===== src/wdrc_pkg.sv =====
// shared constants, types and lookups of the watchdog and reset control block
package wdrc_pkg;

    // clock and time base
    localparam int CLK_PERIOD_NS   = 40;                    // 25 MHz system clock
    localparam int TICK_NS         = 100000;                // 100 us time base tick
    localparam int CYC_PER_TICK    = (TICK_NS + CLK_PERIOD_NS - 1) / CLK_PERIOD_NS;
    localparam int TICKS_PER_MS    = 1000000 / TICK_NS;

    // least output reset pulse widths, in microseconds
    localparam int RST_W_LONG_US   = 20000;
    localparam int RST_W_MID_US    = 10000;
    localparam int RST_W_SHORT_US  = 3600;
    localparam int RST_W_MIN_US    = 1000;
    localparam logic [15:0] RST_T_LONG  = 16'((RST_W_LONG_US * 1000 + TICK_NS - 1) / TICK_NS);
    localparam logic [15:0] RST_T_MID   = 16'((RST_W_MID_US * 1000 + TICK_NS - 1) / TICK_NS);
    localparam logic [15:0] RST_T_SHORT = 16'((RST_W_SHORT_US * 1000 + TICK_NS - 1) / TICK_NS);
    localparam logic [15:0] RST_T_MIN   = 16'((RST_W_MIN_US * 1000 + TICK_NS - 1) / TICK_NS);

    // register addresses
    localparam logic [6:0] ADDR_WD_CTRL  = 7'h00;
    localparam logic [6:0] ADDR_WD_STAT  = 7'h05;
    localparam logic [6:0] ADDR_STARTUP  = 7'h73;
    localparam logic [6:0] ADDR_CFG      = 7'h74;

    // field positions
    localparam int WMC_MSB = 7;
    localparam int WMC_LSB = 5;
    localparam int NWP_MSB = 3;
    localparam int NWP_LSB = 0;
    localparam int RLC_MSB = 5;
    localparam int RLC_LSB = 4;
    localparam int UVT_MSB = 5;
    localparam int UVT_LSB = 4;
    localparam int FNM_BIT = 3;
    localparam int SDM_BIT = 2;

    // watchdog mode codes
    localparam logic [2:0] WMC_AUTO    = 3'h1;
    localparam logic [2:0] WMC_TIMEOUT = 3'h2;
    localparam logic [2:0] WMC_WINDOW  = 3'h4;

    // period codes
    localparam logic [3:0] NWP_8    = 4'h8;
    localparam logic [3:0] NWP_16   = 4'h1;
    localparam logic [3:0] NWP_32   = 4'h2;
    localparam logic [3:0] NWP_64   = 4'hB;
    localparam logic [3:0] NWP_128  = 4'h4;
    localparam logic [3:0] NWP_256  = 4'hD;
    localparam logic [3:0] NWP_1024 = 4'hE;
    localparam logic [3:0] NWP_4096 = 4'h7;

    // reset values
    localparam logic [1:0] RLC_RESET = 2'h0;
    localparam logic [1:0] UVT_RESET = 2'h0;
    localparam logic       FNM_RESET = 1'b1;
    localparam logic       SDM_RESET = 1'b0;

    // watchdog phase codes
    localparam logic [1:0] WDS_OFF   = 2'h0;
    localparam logic [1:0] WDS_FIRST = 2'h1;
    localparam logic [1:0] WDS_SECOND = 2'h2;

    // reset cause codes
    localparam logic [4:0] RC_POWER_ON = 5'h00;
    localparam logic [4:0] RC_OVERTEMP = 5'h01;
    localparam logic [4:0] RC_UNDERVOLT = 5'h02;
    localparam logic [4:0] RC_EXTERNAL = 5'h03;
    localparam logic [4:0] RC_WD_EARLY = 5'h04;
    localparam logic [4:0] RC_WD_OVF   = 5'h05;
    localparam logic [4:0] RC_WD_FAIL  = 5'h06;
    localparam logic [4:0] RC_ILLEGAL  = 5'h10;

    // operating mode of the device, from the mode controller
    typedef enum logic [1:0] {
        OPM_OTHER   = 2'h0,
        OPM_NORMAL  = 2'h1,
        OPM_STANDBY = 2'h2
    } wdrc_opmode_t;

    // register access request
    typedef struct packed {
        logic       wr;
        logic       rd;
        logic [6:0] addr;
        logic [7:0] wdata;
    } wdrc_req_t;

    // period lookup result
    typedef struct packed {
        logic        valid;
        logic [15:0] ticks;
    } wdrc_period_t;

    // period code to tick count, invalid codes flagged
    function automatic wdrc_period_t wdrc_period(input logic [3:0] code);
        wdrc_period_t p;
        p.valid = 1'b1;
        case (code)
            NWP_8:    p.ticks = 16'(8 * TICKS_PER_MS);
            NWP_16:   p.ticks = 16'(16 * TICKS_PER_MS);
            NWP_32:   p.ticks = 16'(32 * TICKS_PER_MS);
            NWP_64:   p.ticks = 16'(64 * TICKS_PER_MS);
            NWP_128:  p.ticks = 16'(128 * TICKS_PER_MS);
            NWP_256:  p.ticks = 16'(256 * TICKS_PER_MS);
            NWP_1024: p.ticks = 16'(1024 * TICKS_PER_MS);
            NWP_4096: p.ticks = 16'(4096 * TICKS_PER_MS);
            default: begin
                p.valid = 1'b0;
                p.ticks = 16'(128 * TICKS_PER_MS);
            end
        endcase
        return p;
    endfunction

endpackage


===== src/wdrc_top.sv =====
// watchdog, reset pin generation and overtemperature supervision
// Behaviour
// - phase status 00 off, 01 first, 10 second
// - status bit 3 shows forced normal
// - status bit 2 shows development mode
// - development mode reloads autonomous code on reset
// - window selected in standby acts as timeout
// - window only for code 100 in normal
// - window overflow or early trigger resets, cause kept
// - second half trigger restarts timer
// - timeout for 010, or 100 in standby
// - timeout trigger restarts timer any time
// - timeout overflow sets fail, second one resets
// - standby timeout overflow gives cyclic wake
// - autonomous timeout only normal or standby rxd low
// - autonomous wake forces rxd low, restarts watchdog
// - system reset drives low pulse on pin
// - external low on pin is reset source
// - cold start width follows length select
// - warm start uses shortest pulse
// - length select bits 5:4 choose width
// - listed events all enter reset mode
// - overtemp shuts down, leaves through reset
// - temperature warning sets status and event
// - valid control write triggers, applies at once
// - mode change in normal forces reset 10000
// - invalid codes abandon write, flag failure
`timescale 1ns/1ns
module wdrc_top
    import wdrc_pkg::*;
#(
    parameter int EXT_RST_MIN_CYC = 25      // least external low on the pin, in cycles
) (
    // clock and reset
    input  wire logic         clk_sys_i,
    input  wire logic         sys_rst_i,
    // register port
    input  wire wdrc_req_t    reg_req_i,
    output logic [7:0]        reg_rdata_o,
    output logic              reg_rvalid_o,
    // device state inputs
    input  wire wdrc_opmode_t op_mode_i,
    input  wire logic         in_off_mode_i,
    input  wire logic         power_on_i,
    input  wire logic         undervolt_i,
    input  wire logic         temp_shutdown_i,
    input  wire logic         temp_warn_i,
    input  wire logic         rxd_level_i,
    input  wire logic         wake_event_i,
    input  wire logic         spi_fail_enable_i,
    input  wire logic         wdf_clear_i,
    input  wire logic         otw_clear_i,
    // reset pin, open drain
    input  wire logic         reset_pin_n_i,
    output logic              reset_pin_n_o,
    output logic              reset_pin_n_oe_o,
    // status and events
    output logic              reset_mode_o,
    output logic              overtemp_mode_o,
    output logic              supply_off_o,
    output logic              rxd_force_low_o,
    output logic [4:0]        reset_cause_bits_o,
    output logic              watchdog_fail_event_o,
    output logic              spi_fail_event_o,
    output logic              cyclic_wake_o,
    output logic              overtemp_warn_status_o,
    output logic              overtemp_warn_event_o,
    output logic [1:0]        undervolt_threshold_select_o
);

    // reset sequencer states, one-hot
    typedef enum logic [2:0] {
        ST_RUN   = 3'b001,
        ST_RESET = 3'b010,
        ST_OTEMP = 3'b100
    } wdrc_state_t;

    wdrc_state_t  state;              // sequencer state
    wdrc_state_t  next_state;         // sequencer next state
    logic [2:0]   watchdog_mode_code; // programmed watchdog mode
    logic [3:0]   nominal_period_select; // programmed period code
    logic [1:0]   reset_length_select;   // cold start pulse length
    logic         forced_normal_enable;  // watchdog fully disabled
    logic         devel_mode_enable;     // software development mode
    logic [11:0]  presc;              // cycles within a tick
    logic         tick;               // one-cycle time base tick
    logic [15:0]  wd_cnt;             // ticks since last restart
    logic [15:0]  rst_cnt;            // ticks since reset pulse start
    logic [15:0]  rst_width;          // width of current pulse
    logic [7:0]   ext_cnt;            // cycles of external low
    logic         wd_was_on;          // watchdog active last cycle
    logic         warn_prev;          // last warning comparator level
    wdrc_period_t per;                // decoded period
    wdrc_period_t new_per;            // decoded period of a write
    logic         win_mode;           // watchdog in window mode
    logic         to_mode;            // watchdog in timeout mode
    logic         rxd_low;            // effective receive level low
    logic         ctrl_wr;            // write to control register
    logic         ctrl_ok;            // write carries valid codes
    logic         trigger;            // valid control write
    logic         illegal;            // mode change in normal
    logic         first_half;         // timer in first half
    logic         overflow;           // timer reached period end
    logic         ext_low;            // external reset seen
    logic         rst_req;            // some reset source fired
    logic         rst_cold;           // that source is a cold start
    logic [4:0]   rst_code;           // that source's cause code
    logic [15:0]  cold_width;         // width chosen by length select

    // decode of control writes
    assign ctrl_wr = reg_req_i.wr && (reg_req_i.addr == ADDR_WD_CTRL);
    assign per     = wdrc_period(nominal_period_select);
    assign new_per = wdrc_period(reg_req_i.wdata[NWP_MSB:NWP_LSB]);
    assign ctrl_ok = new_per.valid &&
                     (reg_req_i.wdata[WMC_MSB:WMC_LSB] == WMC_AUTO ||
                      reg_req_i.wdata[WMC_MSB:WMC_LSB] == WMC_TIMEOUT ||
                      reg_req_i.wdata[WMC_MSB:WMC_LSB] == WMC_WINDOW);
    assign illegal = ctrl_wr && ctrl_ok && (op_mode_i == OPM_NORMAL) &&
                     (reg_req_i.wdata[WMC_MSB:WMC_LSB] != watchdog_mode_code);
    assign trigger = ctrl_wr && ctrl_ok && !illegal;

    // effective watchdog mode; nothing runs outside the run state
    always_comb begin
        win_mode = 1'b0;
        to_mode  = 1'b0;
        rxd_low  = !rxd_level_i || rxd_force_low_o;
        if (state == ST_RUN && !forced_normal_enable) begin
            case (watchdog_mode_code)
                WMC_WINDOW: begin
                    win_mode = (op_mode_i == OPM_NORMAL);
                    to_mode  = (op_mode_i == OPM_STANDBY);
                end
                WMC_TIMEOUT: to_mode = (op_mode_i == OPM_NORMAL) || (op_mode_i == OPM_STANDBY);
                WMC_AUTO: to_mode = !devel_mode_enable &&
                                    ((op_mode_i == OPM_NORMAL) || (op_mode_i == OPM_STANDBY && rxd_low));
                default: begin
                    win_mode = 1'b0;
                    to_mode  = 1'b0;
                end
            endcase
        end
    end

    assign first_half = wd_cnt < (per.ticks >> 1);
    assign overflow   = tick && (wd_cnt >= per.ticks - 16'h0001);

    // cold width from the length select field
    always_comb begin
        case (reset_length_select)
            2'h0:    cold_width = RST_T_LONG;
            2'h1:    cold_width = RST_T_MID;
            2'h2:    cold_width = RST_T_SHORT;
            default: cold_width = RST_T_MIN;
        endcase
    end

    // reset source collection, most severe first
    always_comb begin
        rst_req  = 1'b1;
        rst_cold = 1'b1;
        rst_code = RC_POWER_ON;
        if (power_on_i) begin
            rst_code = RC_POWER_ON;
        end else if (undervolt_i) begin
            rst_code = RC_UNDERVOLT;
        end else begin
            rst_cold = 1'b0;
            if (illegal) begin
                rst_code = RC_ILLEGAL;
            end else if (win_mode && trigger && first_half) begin
                rst_code = RC_WD_EARLY;
            end else if (win_mode && overflow) begin
                rst_code = RC_WD_OVF;
            end else if (to_mode && overflow && watchdog_fail_event_o) begin
                rst_code = RC_WD_FAIL;
            end else if (ext_low) begin
                rst_code = RC_EXTERNAL;
            end else begin
                rst_req = 1'b0;
            end
        end
    end

    // time base prescaler
    always_ff @(posedge clk_sys_i) begin
        if (sys_rst_i || presc == 12'(CYC_PER_TICK - 1)) begin
            presc <= 12'h000;
        end else begin
            presc <= presc + 12'h001;
        end
    end
    assign tick = (presc == 12'(CYC_PER_TICK - 1));

    // external low filter; only looked at while the pin is released
    always_ff @(posedge clk_sys_i) begin
        if (sys_rst_i || reset_pin_n_i || reset_pin_n_oe_o) begin
            ext_cnt <= 8'h00;
        end else if (!ext_low) begin
            ext_cnt <= ext_cnt + 8'h01;
        end
    end
    assign ext_low = (ext_cnt >= 8'(EXT_RST_MIN_CYC));

    // sequencer next state
    always_comb begin
        next_state = state;
        if (temp_shutdown_i && !in_off_mode_i) begin
            next_state = ST_OTEMP;
        end else begin
            case (state)
                ST_RUN:   if (rst_req) next_state = ST_RESET;
                ST_RESET: if (rst_cnt > rst_width && !undervolt_i) next_state = ST_RUN;
                ST_OTEMP: next_state = ST_RESET;
                default:  next_state = ST_RESET;
            endcase
        end
    end

    // sequencer state, pulse width and cause
    always_ff @(posedge clk_sys_i) begin
        if (sys_rst_i) begin
            state              <= ST_RESET;
            rst_cnt            <= 16'h0000;
            rst_width          <= RST_T_LONG;
            reset_cause_bits_o <= RC_POWER_ON;
        end else begin
            state <= next_state;
            if (next_state == ST_RESET && state != ST_RESET) begin
                rst_cnt <= 16'h0000;
                if (state == ST_OTEMP || rst_cold) begin
                    rst_width <= cold_width;
                end else begin
                    rst_width <= RST_T_MIN;
                end
                if (state == ST_RUN) begin
                    reset_cause_bits_o <= rst_code;
                end else begin
                    reset_cause_bits_o <= RC_OVERTEMP;
                end
            end else if (state == ST_RESET) begin
                if (tick && rst_cnt != 16'hFFFF) rst_cnt <= rst_cnt + 16'h0001;
                // undervoltage while in reset turns it into a cold start
                if (undervolt_i) rst_width <= cold_width;
            end
        end
    end

    // pin and mode outputs, taken from the coming state
    always_ff @(posedge clk_sys_i) begin
        if (sys_rst_i) begin
            reset_pin_n_oe_o <= 1'b1;
            reset_mode_o     <= 1'b1;
            overtemp_mode_o  <= 1'b0;
            supply_off_o     <= 1'b0;
        end else begin
            reset_pin_n_oe_o <= (next_state != ST_RUN);
            reset_mode_o     <= (next_state == ST_RESET);
            overtemp_mode_o  <= (next_state == ST_OTEMP);
            supply_off_o     <= (next_state == ST_OTEMP);
        end
    end
    assign reset_pin_n_o = 1'b0;

    // watchdog control register, reloaded on every system reset
    always_ff @(posedge clk_sys_i) begin
        if (sys_rst_i) begin
            watchdog_mode_code    <= WMC_TIMEOUT;
            nominal_period_select <= NWP_128;
        end else if (state != ST_RESET && next_state == ST_RESET) begin
            watchdog_mode_code    <= devel_mode_enable ? WMC_AUTO : WMC_TIMEOUT;
            nominal_period_select <= NWP_128;
        end else if (trigger) begin
            watchdog_mode_code    <= reg_req_i.wdata[WMC_MSB:WMC_LSB];
            nominal_period_select <= reg_req_i.wdata[NWP_MSB:NWP_LSB];
        end
    end

    // start-up and configuration registers; kept across system resets
    always_ff @(posedge clk_sys_i) begin
        if (sys_rst_i) begin
            reset_length_select          <= RLC_RESET;
            undervolt_threshold_select_o <= UVT_RESET;
            forced_normal_enable         <= FNM_RESET;
            devel_mode_enable            <= SDM_RESET;
        end else if (reg_req_i.wr && reg_req_i.addr == ADDR_STARTUP) begin
            reset_length_select <= reg_req_i.wdata[RLC_MSB:RLC_LSB];
        end else if (reg_req_i.wr && reg_req_i.addr == ADDR_CFG) begin
            undervolt_threshold_select_o <= reg_req_i.wdata[UVT_MSB:UVT_LSB];
            forced_normal_enable         <= reg_req_i.wdata[FNM_BIT];
            devel_mode_enable            <= reg_req_i.wdata[SDM_BIT];
        end
    end

    // watchdog timer
    always_ff @(posedge clk_sys_i) begin
        if (sys_rst_i) begin
            wd_cnt    <= 16'h0000;
            wd_was_on <= 1'b0;
        end else begin
            wd_was_on <= win_mode || to_mode;
            // restart on trigger, on switch-on and after each overflow
            // second half restarts
            if (!(win_mode || to_mode) || !wd_was_on || trigger || overflow) begin
                wd_cnt <= 16'h0000;
            end else if (tick) begin
                wd_cnt <= wd_cnt + 16'h0001;
            end
        end
    end

    // watchdog fail event and cyclic wake
    always_ff @(posedge clk_sys_i) begin
        if (sys_rst_i) begin
            watchdog_fail_event_o <= 1'b0;
            cyclic_wake_o         <= 1'b0;
        end else begin
            // first overflow captured; set wins over clear
            if (state == ST_RUN && to_mode && overflow && !watchdog_fail_event_o) begin
                watchdog_fail_event_o <= 1'b1;
            end else if (wdf_clear_i) begin
                watchdog_fail_event_o <= 1'b0;
            end
            cyclic_wake_o <= to_mode && overflow && (op_mode_i == OPM_STANDBY);
        end
    end

    // forced receive low after a wake in autonomous standby
    always_ff @(posedge clk_sys_i) begin
        if (sys_rst_i) begin
            rxd_force_low_o <= 1'b0;
        end else if (op_mode_i != OPM_STANDBY || state != ST_RUN) begin
            rxd_force_low_o <= 1'b0;
        end else if (wake_event_i && watchdog_mode_code == WMC_AUTO && rxd_level_i) begin
            rxd_force_low_o <= 1'b1;
        end
    end

    // interface failure and temperature warning events
    always_ff @(posedge clk_sys_i) begin
        if (sys_rst_i) begin
            spi_fail_event_o       <= 1'b0;
            overtemp_warn_status_o <= 1'b0;
            overtemp_warn_event_o  <= 1'b0;
            warn_prev              <= 1'b0;
        end else begin
            spi_fail_event_o       <= ctrl_wr && !ctrl_ok && spi_fail_enable_i;
            warn_prev              <= temp_warn_i && !in_off_mode_i;
            overtemp_warn_status_o <= temp_warn_i && !in_off_mode_i;
            if (temp_warn_i && !in_off_mode_i && !warn_prev) begin
                overtemp_warn_event_o <= 1'b1;
            end else if (otw_clear_i) begin
                overtemp_warn_event_o <= 1'b0;
            end
        end
    end

    // register read path, one cycle after the request
    always_ff @(posedge clk_sys_i) begin
        if (sys_rst_i) begin
            reg_rdata_o  <= 8'h00;
            reg_rvalid_o <= 1'b0;
        end else begin
            reg_rvalid_o <= reg_req_i.rd;
            reg_rdata_o  <= 8'h00;
            if (reg_req_i.rd) begin
                case (reg_req_i.addr)
                    ADDR_WD_CTRL: reg_rdata_o <= {watchdog_mode_code, 1'b0, nominal_period_select};
                    ADDR_WD_STAT: reg_rdata_o <= {4'h0, forced_normal_enable, devel_mode_enable,
                                                  !(win_mode || to_mode) ? WDS_OFF :
                                                  first_half ? WDS_FIRST : WDS_SECOND};
                    ADDR_STARTUP: reg_rdata_o <= {2'h0, reset_length_select, 4'h0};
                    ADDR_CFG:     reg_rdata_o <= {2'h0, undervolt_threshold_select_o,
                                                  forced_normal_enable, devel_mode_enable, 2'h0};
                    default:      reg_rdata_o <= 8'h00;
                endcase
            end
        end
    end

endmodule


===== config.mk =====
export PLATFORM = sky130hd
export DESIGN_NAME = wdrc_top
export DESIGN_NICKNAME = d
export VERILOG_FILES = /design/src/wdrc_pkg.sv /design/src/wdrc_top.sv
export SDC_FILE = /design/constraint.sdc
export NUM_CORES = 1
export LEC_CHECK = 0
export ABC_AREA = 1
export BUFFER_PORTS_ARGS = -buffer_cell sky130_fd_sc_hd__buf_2
export CAP_MARGIN = 20
export CORE_MARGIN = 4
export CORE_UTILIZATION = 45
export DETAILED_ROUTE_END_ITERATION = 6
export GPL_ROUTABILITY_DRIVEN = 0
export PLACE_DENSITY = 0.7
export SLEW_MARGIN = 20
export SYNTH_ARGS = -nofsm -noshare
export SYNTH_HDL_FRONTEND = slang
export SYNTH_SLANG_ARGS = --single-unit

===== constraint.sdc =====
create_clock -name clk_sys_i -period 6.77 [get_ports clk_sys_i]
set_input_delay 0.3385 -clock clk_sys_i [delete_from_list [all_inputs] [get_ports clk_sys_i]]
set_output_delay 0.3385 -clock clk_sys_i [all_outputs]
set_load 0.05 [all_outputs]

==> results of run 1 <==
kinds of logic (layout without fill, tap and decap cells):
kind of cell,after synthesis,in the layout,synth area share [%]
buf+inv,134,198,9.70
flops,96,96,34.4
other cells,2,3,0.134
compound gates,110,110,11.4
simple gates,401,401,34.4
xor+xnor,8,8,1.25
fa+ha+maj,39,39,8.74
cells in the final DEF (no fill, tap or decap), types with 4 or more instances in the layout:
cell type / synthesis / layout
buf_2: 0 / 56
dfxtp_1: 96 / 96
nor2_4: 4 / 4
or2_2: 6 / 6
nor3_1: 27 / 27
nor3b_1: 6 / 6
o21ai_1: 4 / 4
a21oi_1: 49 / 49
o21a_1: 4 / 4
clkbuf_16: 0 / 9
inv_1: 119 / 119
nor4_1: 9 / 9
a31oi_1: 5 / 5
nor2_1: 84 / 84
nand3_1: 43 / 43
o21ai_0: 26 / 26
nand2_1: 166 / 166
xor2_1: 7 / 7
nand4_1: 15 / 15
inv_2: 4 / 4
ha_1: 39 / 39
nor2_2: 12 / 12
a21oi_2: 8 / 8
nand2_2: 8 / 8
power groups by stage:
stage	Clock, µW	Sequential, µW	Combinational [µW]
2_1_floorplan	0	598	50.3
3_3_place_gp	0	589	81.0
3_5_place_dp	0	589	81.7
4_1_cts	543	576	81.8
5_1_grt	563	577	92.3
6_report	529	577	82.0
flip-flops by register name, indices dropped and copies added (netlist names), 2 cells and up:
name and count:
wd_cnt 16, watchdog_mode_code 3, ext_cnt 8, reg_rdata_o 8, rst_width 5, rst_cnt 16, reset_cause_bits_o 4, reset_length_select 2
presc 12, undervolt_threshold_select_o 2, nominal_period_select 4, state 3
final timing paths:
kind / start / end / slack (ns)
max: nominal_period_select[0] / rst_cnt[13] / 2.74
min: otw_clear_i / overtemp_warn_event_o / 0.19
max reg2reg: nominal_period_select[0] / rst_cnt[13] / 2.74
min reg2reg: ext_cnt[5] / ext_cnt[5] / 0.43
worst reg2reg max path: stages, from the launching register on:
cell and delay (ns):
dfxtp_1 0.45, inv_1 0.12, nor4_1 0.57, inv_1 0.15, ha_1 0.30, xor2_1 0.18, ha_1 0.28, nand2_1 0.06
nor2_1 0.10, nand2_1 0.05, nand3_1 0.08, nand2_1 0.06, nand2_1 0.14, nand3_2 0.14, nor2_2 0.14, nor2_1 0.06
nand3_2 0.09, nand3_4 0.13, nand2_2 0.42, inv_1 0.19, and3_1 0.21
metrics by stage:
step           hold WS [ns]  total power [µW]  worst slack [ns]  std cells  utilization [%]
2_1_floorplan         0.408               649              3.63        791                -
3_3_place_gp          0.419               670              2.89       1007             49.9
3_5_place_dp          0.424               671              2.75       1007             49.9
4_1_cts               0.173              1200              2.75       1023             52.4
5_1_grt               0.201              1230              2.39       1023             52.4
6_report              0.187              1190              2.74       1023             52.4
final cells by class:
| class | instances | area, µm² |
|---|---|---|
| Clock buffer | 12 | 256 |
| Sequential cell | 96 | 1920 |
| Timing Repair Buffer | 57 | 288 |
| Inverter | 125 | 473 |
| Clock inverter | 4 | 51.3 |
| Multi-Input combinational cell | 561 | 3130 |
| Tap cell | 168 | 210 |
| Fill cell | 1173 | 5740 |
per-layer routing:
| metal | vias up | part of all wire (%) |
|---|---|---|
| li1 | 2688 | - |
| met1 | 2191 | 52 |
| met2 | 103 | 42 |
| met3 | 11 | 4.3 |
| met4 | 0 | 1.5 |
| met5 | - | 0 |
==> metrics, run 1 <==
internal power=904 µW; relative slew slack=45.6%; IO Port Bufs=56; nets@finish=921; pin count of the biggest net entering global routing=21; routed via count=4993; hold buffers post-CTS=0; iteration count of the initial detailed-routing pass=5; Worst path max stage delay=0.57 ns; reg2reg path depth=20; Synth async-reset ratio=0%; sequential share of the synthesized area=34.4%; crit path max-delay cell type=nor4_1; die span in x=119 µm; Worst Path Arrival=4.27 ns; Setup Skew=0.00734 ns; H-tree Lvls=3; # IOs=59; critical path peak fanout=20; drt total wl=12300 µm; post-synthesis cell type count=48; wire per inst=12.1 µm; critical path, cell by cell=inv_1, nor4_1, inv_1, ha_1, xor2_1, ha_1, nand2_1, nor2_1, nand2_1, nand3_1, nand2_1, nand2_1, nand3_2, nor2_2, nor2_1, nand3_2, nand3_4, nand2_2, inv_1, and3_1; Final Hold Fails=0; die footprint=0.0143 mm²; Initial DRC Count=352; Synth Register Bits=96; max cap viols=0; initial antenna violation count=0; Post-CTS Resized=0; first-pass GRT wire length=20800 µm; most used cell, CP=nand2_1; switch share=23.9%; top-area cell type share of the netlist area=34.4%; Mean Syn Cell Area=7.07 µm²; synth cell count leaders=nand2_1, inv_1, dfxtp_1, nor2_1, a21oi_1; Die Y=119 µm; GR Util met2=26.9%; root cell of the clock tree=clkbuf_16; Setup TNS=0 ns; Max VDD drop=151 µV; hpwl dp=9630 µm; num rows=40; critical path depth in cells=20; GRT busiest layer=met2; Hold WC Path Type=primary input to flip-flop; Clock Tree Buf Depth=2; drt drc=0; CTS Sinks=96; Pleak=0.00281 µW; fmax=248 MHz; Post-CTS Setup Repair Bufs=0; post-synthesis cell count=790; Synth area leader=dfxtp_1; Power Density=188 mW/mm²; status=complete, no violations; Tcrit/Tclk final=59.5%; vias in the first global route=4408; NetSw=284 µW; count leader, synth=nand2_1; grt ovf=0; CP Buf/Inv Count=3; worst endpoint required time=7.02 ns; initial core utilization=46.3%; Post-synth EDFFs=0; met1 usage=25.6%; Critical Path Source Type=flip-flop; sequential power share=48.5%; core area=0.0121 mm²; Comb pwr share=6.9%; fin crit period=4.03 ns; Crit Path Class=flip-flop to flip-flop; CTS tree=done; max-slew violation count=0; total global-route track usage=17.8%; Via density=4.88; worst skew pair latency=0.35 ns; Ys Warns=0; hold path cells=2; final antenna diode count=0; met3 GRT Util=2.90%; remaining antenna violation count after routing=0; cts bufs inserted=9; Worst-Margin Slew=0.810 ns; clk slew on worst S/H paths=0.07 ns; Area contributors post-synth=dfxtp_1, nand2_1, ha_1; RSZ-0062 raised after global routing=false; layout cells sized above 1=15.3%; CP endpoint kind=flip-flop; CP delay by family, top=simple AND/OR/NAND/NOR gates; placed cell area=0.00602 mm²; Area growth, synth to finish=13.3%; Final Setup Violations=0; Clk pwr share=44.5%; Finished Cell Area=0.00633 mm²; Synth Cell Area=0.00559 mm²; Top FF cell, synth=dfxtp_1
Power figures use the tool's default switching activity.
==> run 2: changes to the inputs <==
--- a/config.mk
+++ b/config.mk
@@ -5,7 +5,7 @@
 export SDC_FILE = /design/constraint.sdc
 export NUM_CORES = 1
 export LEC_CHECK = 0
-export ABC_AREA = 1
+export ABC_AREA = 0
 export BUFFER_PORTS_ARGS = -buffer_cell sky130_fd_sc_hd__buf_2
 export CAP_MARGIN = 20
 export CORE_MARGIN = 4
==> constraint.sdc (replaced) <==
create_clock -name clk_sys_i -period 3.8 [get_ports clk_sys_i]
set_input_delay 0.19 -clock clk_sys_i [delete_from_list [all_inputs] [get_ports clk_sys_i]]
set_output_delay 0.19 -clock clk_sys_i [all_outputs]
set_load 0.05 [all_outputs]
==> metrics, run 2 <==
status=complete, no violations (unchanged); final antenna diode count=0 (unchanged); Top FF cell, synth=dfxtp_1 (unchanged); Initial DRC Count=319 (was 352); Comb pwr share=5.9% (was 6.9%); Clk pwr share=46.6% (was 44.5%); most common cell after layout, fill and taps aside=nor2_1 (was nand2_1); Critical Path Start=nominal_period_select[0] (unchanged); drt total wl=12800 µm (was 12300 µm); grt ovf=0 (unchanged); die span in x=117 µm (was 119 µm); Worst Path Arrival=4.04 ns (was 4.27 ns); IO Port Bufs=56 (unchanged); nets@finish=772 (was 921); core area=0.0116 mm² (was 0.0121 mm²); root cell of the clock tree=clkbuf_16 (unchanged); critical path peak fanout=7 (was 20); # IOs=59 (unchanged); Synth area leader=dfxtp_1 (unchanged); drt drc=0 (unchanged); Inst Count DP=827 (was 1007); worst endpoint required time=4.10 ns (was 7.02 ns); Pleak=0.00253 µW (was 0.00281 µW); commonest non-fill, non-tap cells in the layout=nor2_1, dfxtp_1, nand2_1 (was nand2_1, inv_1, dfxtp_1); Final Setup Violations=0 (unchanged); Die Y=117 µm (was 119 µm); final std cells w/o fill=849 (was 1023); Setup Skew=0.00582 ns (was 0.00734 ns); Clock Tree Buf Depth=2 (unchanged); total global-route track usage=19.1% (was 17.8%); Synth Cell Area=0.00537 mm² (was 0.00559 mm²); RR Startpoint=nominal_period_select[0] (unchanged); max-slew violation count=0 (unchanged); count leader, synth=nor2_1 (was nand2_1); placed cell area=0.00579 mm² (was 0.00602 mm²); Via density=5.50 (was 4.88); pin count of the biggest net entering global routing=28 (was 21); CTS Sinks=96 (unchanged); fillers=1039 (was 1173); max cap viols=0 (unchanged); layout cells sized above 1=18.0% (was 15.3%); initial core utilization=46.5% (was 46.3%); Max VDD drop=270 µV (was 151 µV); Crit Path Class=flip-flop to flip-flop (unchanged); top-area cell type share of the netlist area=35.8% (was 34.4%); post-synthesis cell count=645 (was 790); hold buffers post-CTS=0 (unchanged); Tcrit/Tclk final=98.5% (was 59.5%); FF-to-FF End=reset_cause_bits_o[1] (was rst_cnt[13]); CP endpoint kind=flip-flop (unchanged); Post-synth EDFFs=0 (unchanged); Critical Path Source Type=flip-flop (unchanged); Hold WC Path Type=primary input to flip-flop (unchanged); Synth async-reset ratio=0% (unchanged); worst skew pair latency=0.35 ns (about the same); Final Hold Fails=0 (unchanged); routed via count=4671 (was 4993); sequential power share=47.5% (was 48.5%); PnR worst setup slack=0.0569 ns (was 2.74 ns); iteration count of the initial detailed-routing pass=5 (unchanged); H-tree Lvls=3 (unchanged); fmax=267 MHz (was 248 MHz); hpwl dp=9660 µm (was 9630 µm); pre-CTS setup slack=-0.105 ns (was 2.75 ns); Register-to-Register Setup Slack=0.06 ns (was 2.74 ns); Synth Register Bits=96 (unchanged); post-synthesis cell type count=72 (was 48); NetSw=495 µW (was 284 µW); die footprint=0.0138 mm² (was 0.0143 mm²); Setup crit end=reset_cause_bits_o[1] (was rst_cnt[13]); clk slew on worst S/H paths=0.07 ns (about the same); relative slew slack=45.2% (was 45.6%); Ys Warns=0 (unchanged); CTS tree=done (unchanged); Area contributors post-synth=dfxtp_1, ha_1, nor2_1 (was dfxtp_1, nand2_1, ha_1); Finished Cell Area=0.00626 mm² (was 0.00633 mm²); internal power=1660 µW (was 904 µW); num rows=39 (was 40); fin crit period=3.74 ns (was 4.03 ns); remaining antenna violation count after routing=0 (unchanged); Final Core Density=54.1% (was 52.4%); cts bufs inserted=9 (unchanged); reg2reg path depth=19 (was 20); Worst-Margin Slew=0.815 ns (was 0.810 ns); Mean Syn Cell Area=8.33 µm² (was 7.07 µm²); biggest regs=rst_cnt: 16 flops, wd_cnt: 16 flops, presc: 12 flops (unchanged); sequential share of the synthesized area=35.8% (was 34.4%); wire per inst=15.1 µm (was 12.1 µm); synth cell count leaders=nor2_1, dfxtp_1, nand2_1, ha_1, xor2_1 (was nand2_1, inv_1, dfxtp_1, nor2_1, a21oi_1); switch share=23.0% (was 23.9%); initial antenna violation count=0 (unchanged); Setup TNS=0 ns (unchanged); first-pass GRT wire length=21000 µm (was 20800 µm); Area growth, synth to finish=16.5% (was 13.3%); vias in the first global route=4582 (was 4408); Power Density=344 mW/mm² (was 188 mW/mm²)
-- run 2: changes by cell type in the layout (fill, tap and decap cells not counted), sizes merged, moves of 7 or more --
cell   previous run  this run
xnor2             1        26
a21oi            57        32
nor3             32        18
xor2              7        32
nand2           175        59
inv             125        29
o31ai             0         7
and3              2        10
buf              57        72
o21ai            30        19
nand3            47        27
-- run 2: area by class of cell --
cell class,instances,area (µm²),share of cell area (%)
Multi-Input combinational cell,493,3290,52.6
Sequential cell,96,1920,30.7
Timing Repair Buffer,73,433,6.92
Clock buffer,10,239,3.82
Tap cell,143,179,2.86
Inverter,28,105,1.68
Clock inverter,6,90.1,1.44
-- run 2: stage by stage --
step	power, µW	hold WS (ns)
after floorplan	1120	0.279
after global placement	1160	0.397
after detailed placement	1170	0.404
after CTS	2170	0.0305
after global routing	2220	0.0553
final	2150	0.0437
-- run 2: power by group through the flow --
| stage | sequential [µW] | clock [µW] | combinational [µW] |
|---|---|---|---|
| 5_1_grt | 1020 | 1060 | 139 |
| 3_5_place_dp | 1040 | 0 | 124 |
| 6_report | 1020 | 1000 | 127 |
| 2_1_floorplan | 1050 | 0 | 69.8 |
| 4_1_cts | 1020 | 1020 | 126 |
| 3_3_place_gp | 1040 | 0 | 121 |
-- run 2: cells by family after synthesis --
group / Yosys count / share of synthesized area [%]
adders and majority gates: 39 / 9.08
buffers and inverters: 57 / 4.73
muxes: 4 / 0.769
and+or+nand+nor: 291 / 27.6
other: 2 / 0.140
AOI/OAI and AO/OA: 98 / 12.4
xor gates and xnor gates: 58 / 9.46
DFF: 96 / 35.8
-- run 2: timing repair --
action | CTS | global route
hold endpoints to repair | 0 | 0
resized for setup | 2 | 20
setup buffers | 1 | 5
pin swaps | 1 | 10
endpoints found under the setup margin | 26 | 50
-- run 2: layer usage --
metal | track usage, % | routed length (µm)
met3 | 4.94 | 597
met4 | 7.34 | 297
met5 | 0 | 0
met1 | 23.3 | 5540
met2 | 32.3 | 6380
-- run 2: critical path, stage by stage (launching register included) --
cell,delay [ns]
dfxtp_2,0.34
inv_2,0.04
or4_4,0.53
ha_4,0.21
xnor2_2,0.13
a21oi_1,0.15
nor2_1,0.05
o32ai_1,0.13
a221oi_1,0.14
ha_1,0.30
nand2_1,0.07
or4_4,0.49
o2bb2ai_4,0.15
buf_6,0.12
o41ai_4,0.07
buf_6,0.17
o31ai_2,0.24
nand3_1,0.10
o211ai_1,0.12
a32o_1,0.15
-- run 2: how the worst min path moves through the flow --
stage             startpoint         to  slack [ns]  cells after the start
2_1_floorplan  in_off_mode_i  warn_prev        0.28                      1
3_3_place_gp   in_off_mode_i  warn_prev        0.40                      2
3_5_place_dp   in_off_mode_i  warn_prev        0.40                      2
4_1_cts        in_off_mode_i  warn_prev        0.03                      2
5_1_grt        in_off_mode_i  warn_prev        0.06                      2
6_report       in_off_mode_i  warn_prev        0.04                      2
==> run 3: changes to the inputs <==
--- a/config.mk
+++ b/config.mk
@@ -8,7 +8,6 @@
 export ABC_AREA = 0
 export BUFFER_PORTS_ARGS = -buffer_cell sky130_fd_sc_hd__buf_2
 export CAP_MARGIN = 20
-export CORE_MARGIN = 4
 export CORE_UTILIZATION = 45
 export DETAILED_ROUTE_END_ITERATION = 6
 export GPL_ROUTABILITY_DRIVEN = 0
==> metrics, run 3 (synthesis gave the netlist of run 2 again) <==
PnR worst setup slack=0.175 ns (was 0.0569 ns); remaining antenna violation count after routing=0 (unchanged); pre-CTS setup slack=-0.0801 ns (was -0.105 ns); Setup Skew=0.00761 ns (was 0.00582 ns); routed via count=4666 (was 4671); final antenna diode count=0 (unchanged); failing checks=design-rule violations; root cell of the clock tree=clkbuf_16 (unchanged); Register-to-Register Setup Slack=0.17 ns (was 0.06 ns); IO Port Bufs=56 (unchanged); Worst Path Arrival=3.92 ns (was 4.04 ns); total global-route track usage=20.9% (was 19.1%); H-tree Lvls=3 (unchanged); Die Y=111 µm (was 117 µm); Initial DRC Count=256 (was 319); fillers=1051 (was 1039); Worst Hold End=warn_prev (unchanged); most common cell after layout, fill and taps aside=nor2_1 (unchanged); clk slew on worst S/H paths=0.07 ns (about the same); Worst-Margin Slew=0.772 ns (was 0.815 ns); CP endpoint kind=flip-flop (unchanged); RR Startpoint=nominal_period_select[2] (was nominal_period_select[0]); Power Density=352 mW/mm² (was 344 mW/mm²); Area growth, synth to finish=16.7% (was 16.5%); RSZ-0062 raised after global routing=false; Tcrit/Tclk final=95.4% (was 98.5%); vias in the first global route=4543 (was 4582); max-slew violation count=0 (unchanged); relative slew slack=48.0% (was 45.2%); initial core utilization=46.7% (was 46.5%); max cap viols=0 (unchanged); Max VDD drop=327 µV (was 270 µV); commonest non-fill, non-tap cells in the layout=nor2_1, dfxtp_1, nand2_1 (unchanged); fmax=276 MHz (was 267 MHz); Pleak=0.00253 µW (about the same); CTS tree=done (unchanged); FF-to-FF End=reset_cause_bits_o[1] (unchanged); fin crit period=3.63 ns (was 3.74 ns); die span in x=111 µm (was 117 µm); Via density=5.50 (about the same); hpwl dp=9470 µm (was 9660 µm); grt ovf=0 (unchanged); Final Setup Violations=0 (unchanged); # IOs=59 (unchanged); hold buffers post-CTS=0 (unchanged); wire length on met2=6170 µm (was 6380 µm); drt total wl=12400 µm (was 12800 µm); critical hold path startpoint=in_off_mode_i (unchanged); Top Layer Used=met4 (unchanged); biggest regs=rst_cnt: 16 flops, wd_cnt: 16 flops, presc: 12 flops (unchanged); Critical Path Source Type=flip-flop (unchanged); Final Core Density=54.4% (was 54.1%); met3 WL post-DR=444 µm (was 597 µm); Hold WC Path Type=primary input to flip-flop (unchanged); layout cells sized above 1=17.2% (was 18.0%); critical path peak fanout=6 (was 7); nets@finish=771 (was 772); worst skew pair latency=0.35 ns (about the same); iteration count of the initial detailed-routing pass=7 (was 5); hold path cells=2 (unchanged); cts bufs inserted=9 (unchanged); drt drc=7 (was 0); core area=0.0115 mm² (was 0.0116 mm²); first-pass GRT wire length=20900 µm (was 21000 µm); CTS Sinks=96 (unchanged); status=complete, but fails checks (was complete, no violations); initial antenna violation count=0 (unchanged); Crit Path Class=flip-flop to flip-flop (unchanged); pin count of the biggest net entering global routing=28 (unchanged); hold slack=0.0383 ns (was 0.0437 ns); WL met1=5520 µm (was 5540 µm); reg2reg path depth=18 (was 19); wire per inst=14.6 µm (was 15.1 µm); worst endpoint required time=4.09 ns (was 4.10 ns); die footprint=0.0124 mm² (was 0.0138 mm²); Final Hold Fails=0 (unchanged); Clock Tree Buf Depth=2 (unchanged); num rows=39 (unchanged)
## run 3: power breakdown
part	internal (µW)	total (µW)	switching, µW
registers	1020	1020	5.56
clock network	682	1060	378
logic	43.4	126	82.8
## run 3: final cells by class
cell class	count	area (µm²)	share of cell area, %
Clock buffer	12	256	4.09
Clock inverter	4	98.8	1.58
Inverter	28	105	1.68
Multi-Input combinational cell	494	3280	52.4
Sequential cell	96	1920	30.7
Tap cell	143	179	2.85
Timing Repair Buffer	71	424	6.77
## run 3: layer usage
| layer | track usage, % | vias up |
|---|---|---|
| li1 | - | 2345 |
| met1 | 25.6 | 2220 |
| met2 | 35.9 | 78 |
| met3 | 4.32 | 23 |
| met4 | 7.84 | 0 |
| met5 | 0 | - |
## run 3: how the worst max path moves through the flow
| stage | start | endpoint | cells past startpoint |
|---|---|---|---|
| after detailed placement | nominal_period_select[0] | rst_cnt[3] | 17 |
| after global routing | nominal_period_select[0] | reset_cause_bits_o[1] | 19 |
| final | nominal_period_select[2] | reset_cause_bits_o[1] | 18 |
| after CTS | nominal_period_select[0] | rst_cnt[3] | 18 |
| after floorplan | nominal_period_select[1] | rst_cnt[15] | 18 |
| after global placement | nominal_period_select[0] | rst_cnt[7] | 17 |
## run 3: worst max-delay path: stages, from the launching register on
cell	delay, ns
dfxtp_1	0.32
or4_4	0.57
ha_4	0.20
buf_4	0.15
a21oi_2	0.15
o21ai_1	0.08
a21oi_1	0.17
a221oi_2	0.05
ha_1	0.29
nand2_1	0.06
or4_4	0.43
o2bb2ai_4	0.17
buf_6	0.12
o41ai_4	0.07
buf_4	0.19
o31ai_2	0.21
nand3_1	0.10
o211ai_1	0.10
a32o_1	0.14
## run 3: timing repair
item,in CTS,in global routing
pin swaps,1,14
setup buffers,1,4
gates resized for setup,2,21
setup endpoints to repair,25,53
gates cloned,0,1
## run 3: through the flow
step	instance area, µm²	cells	setup TNS, ns	total power (µW)
2_1_floorplan	5390	646	0	1120
3_3_place_gp	5790	827	0	1160
3_5_place_dp	5790	827	-1.53	1170
4_1_cts	6160	844	0	2230
5_1_grt	6270	848	0	2270
6_report	6270	848	0	2210
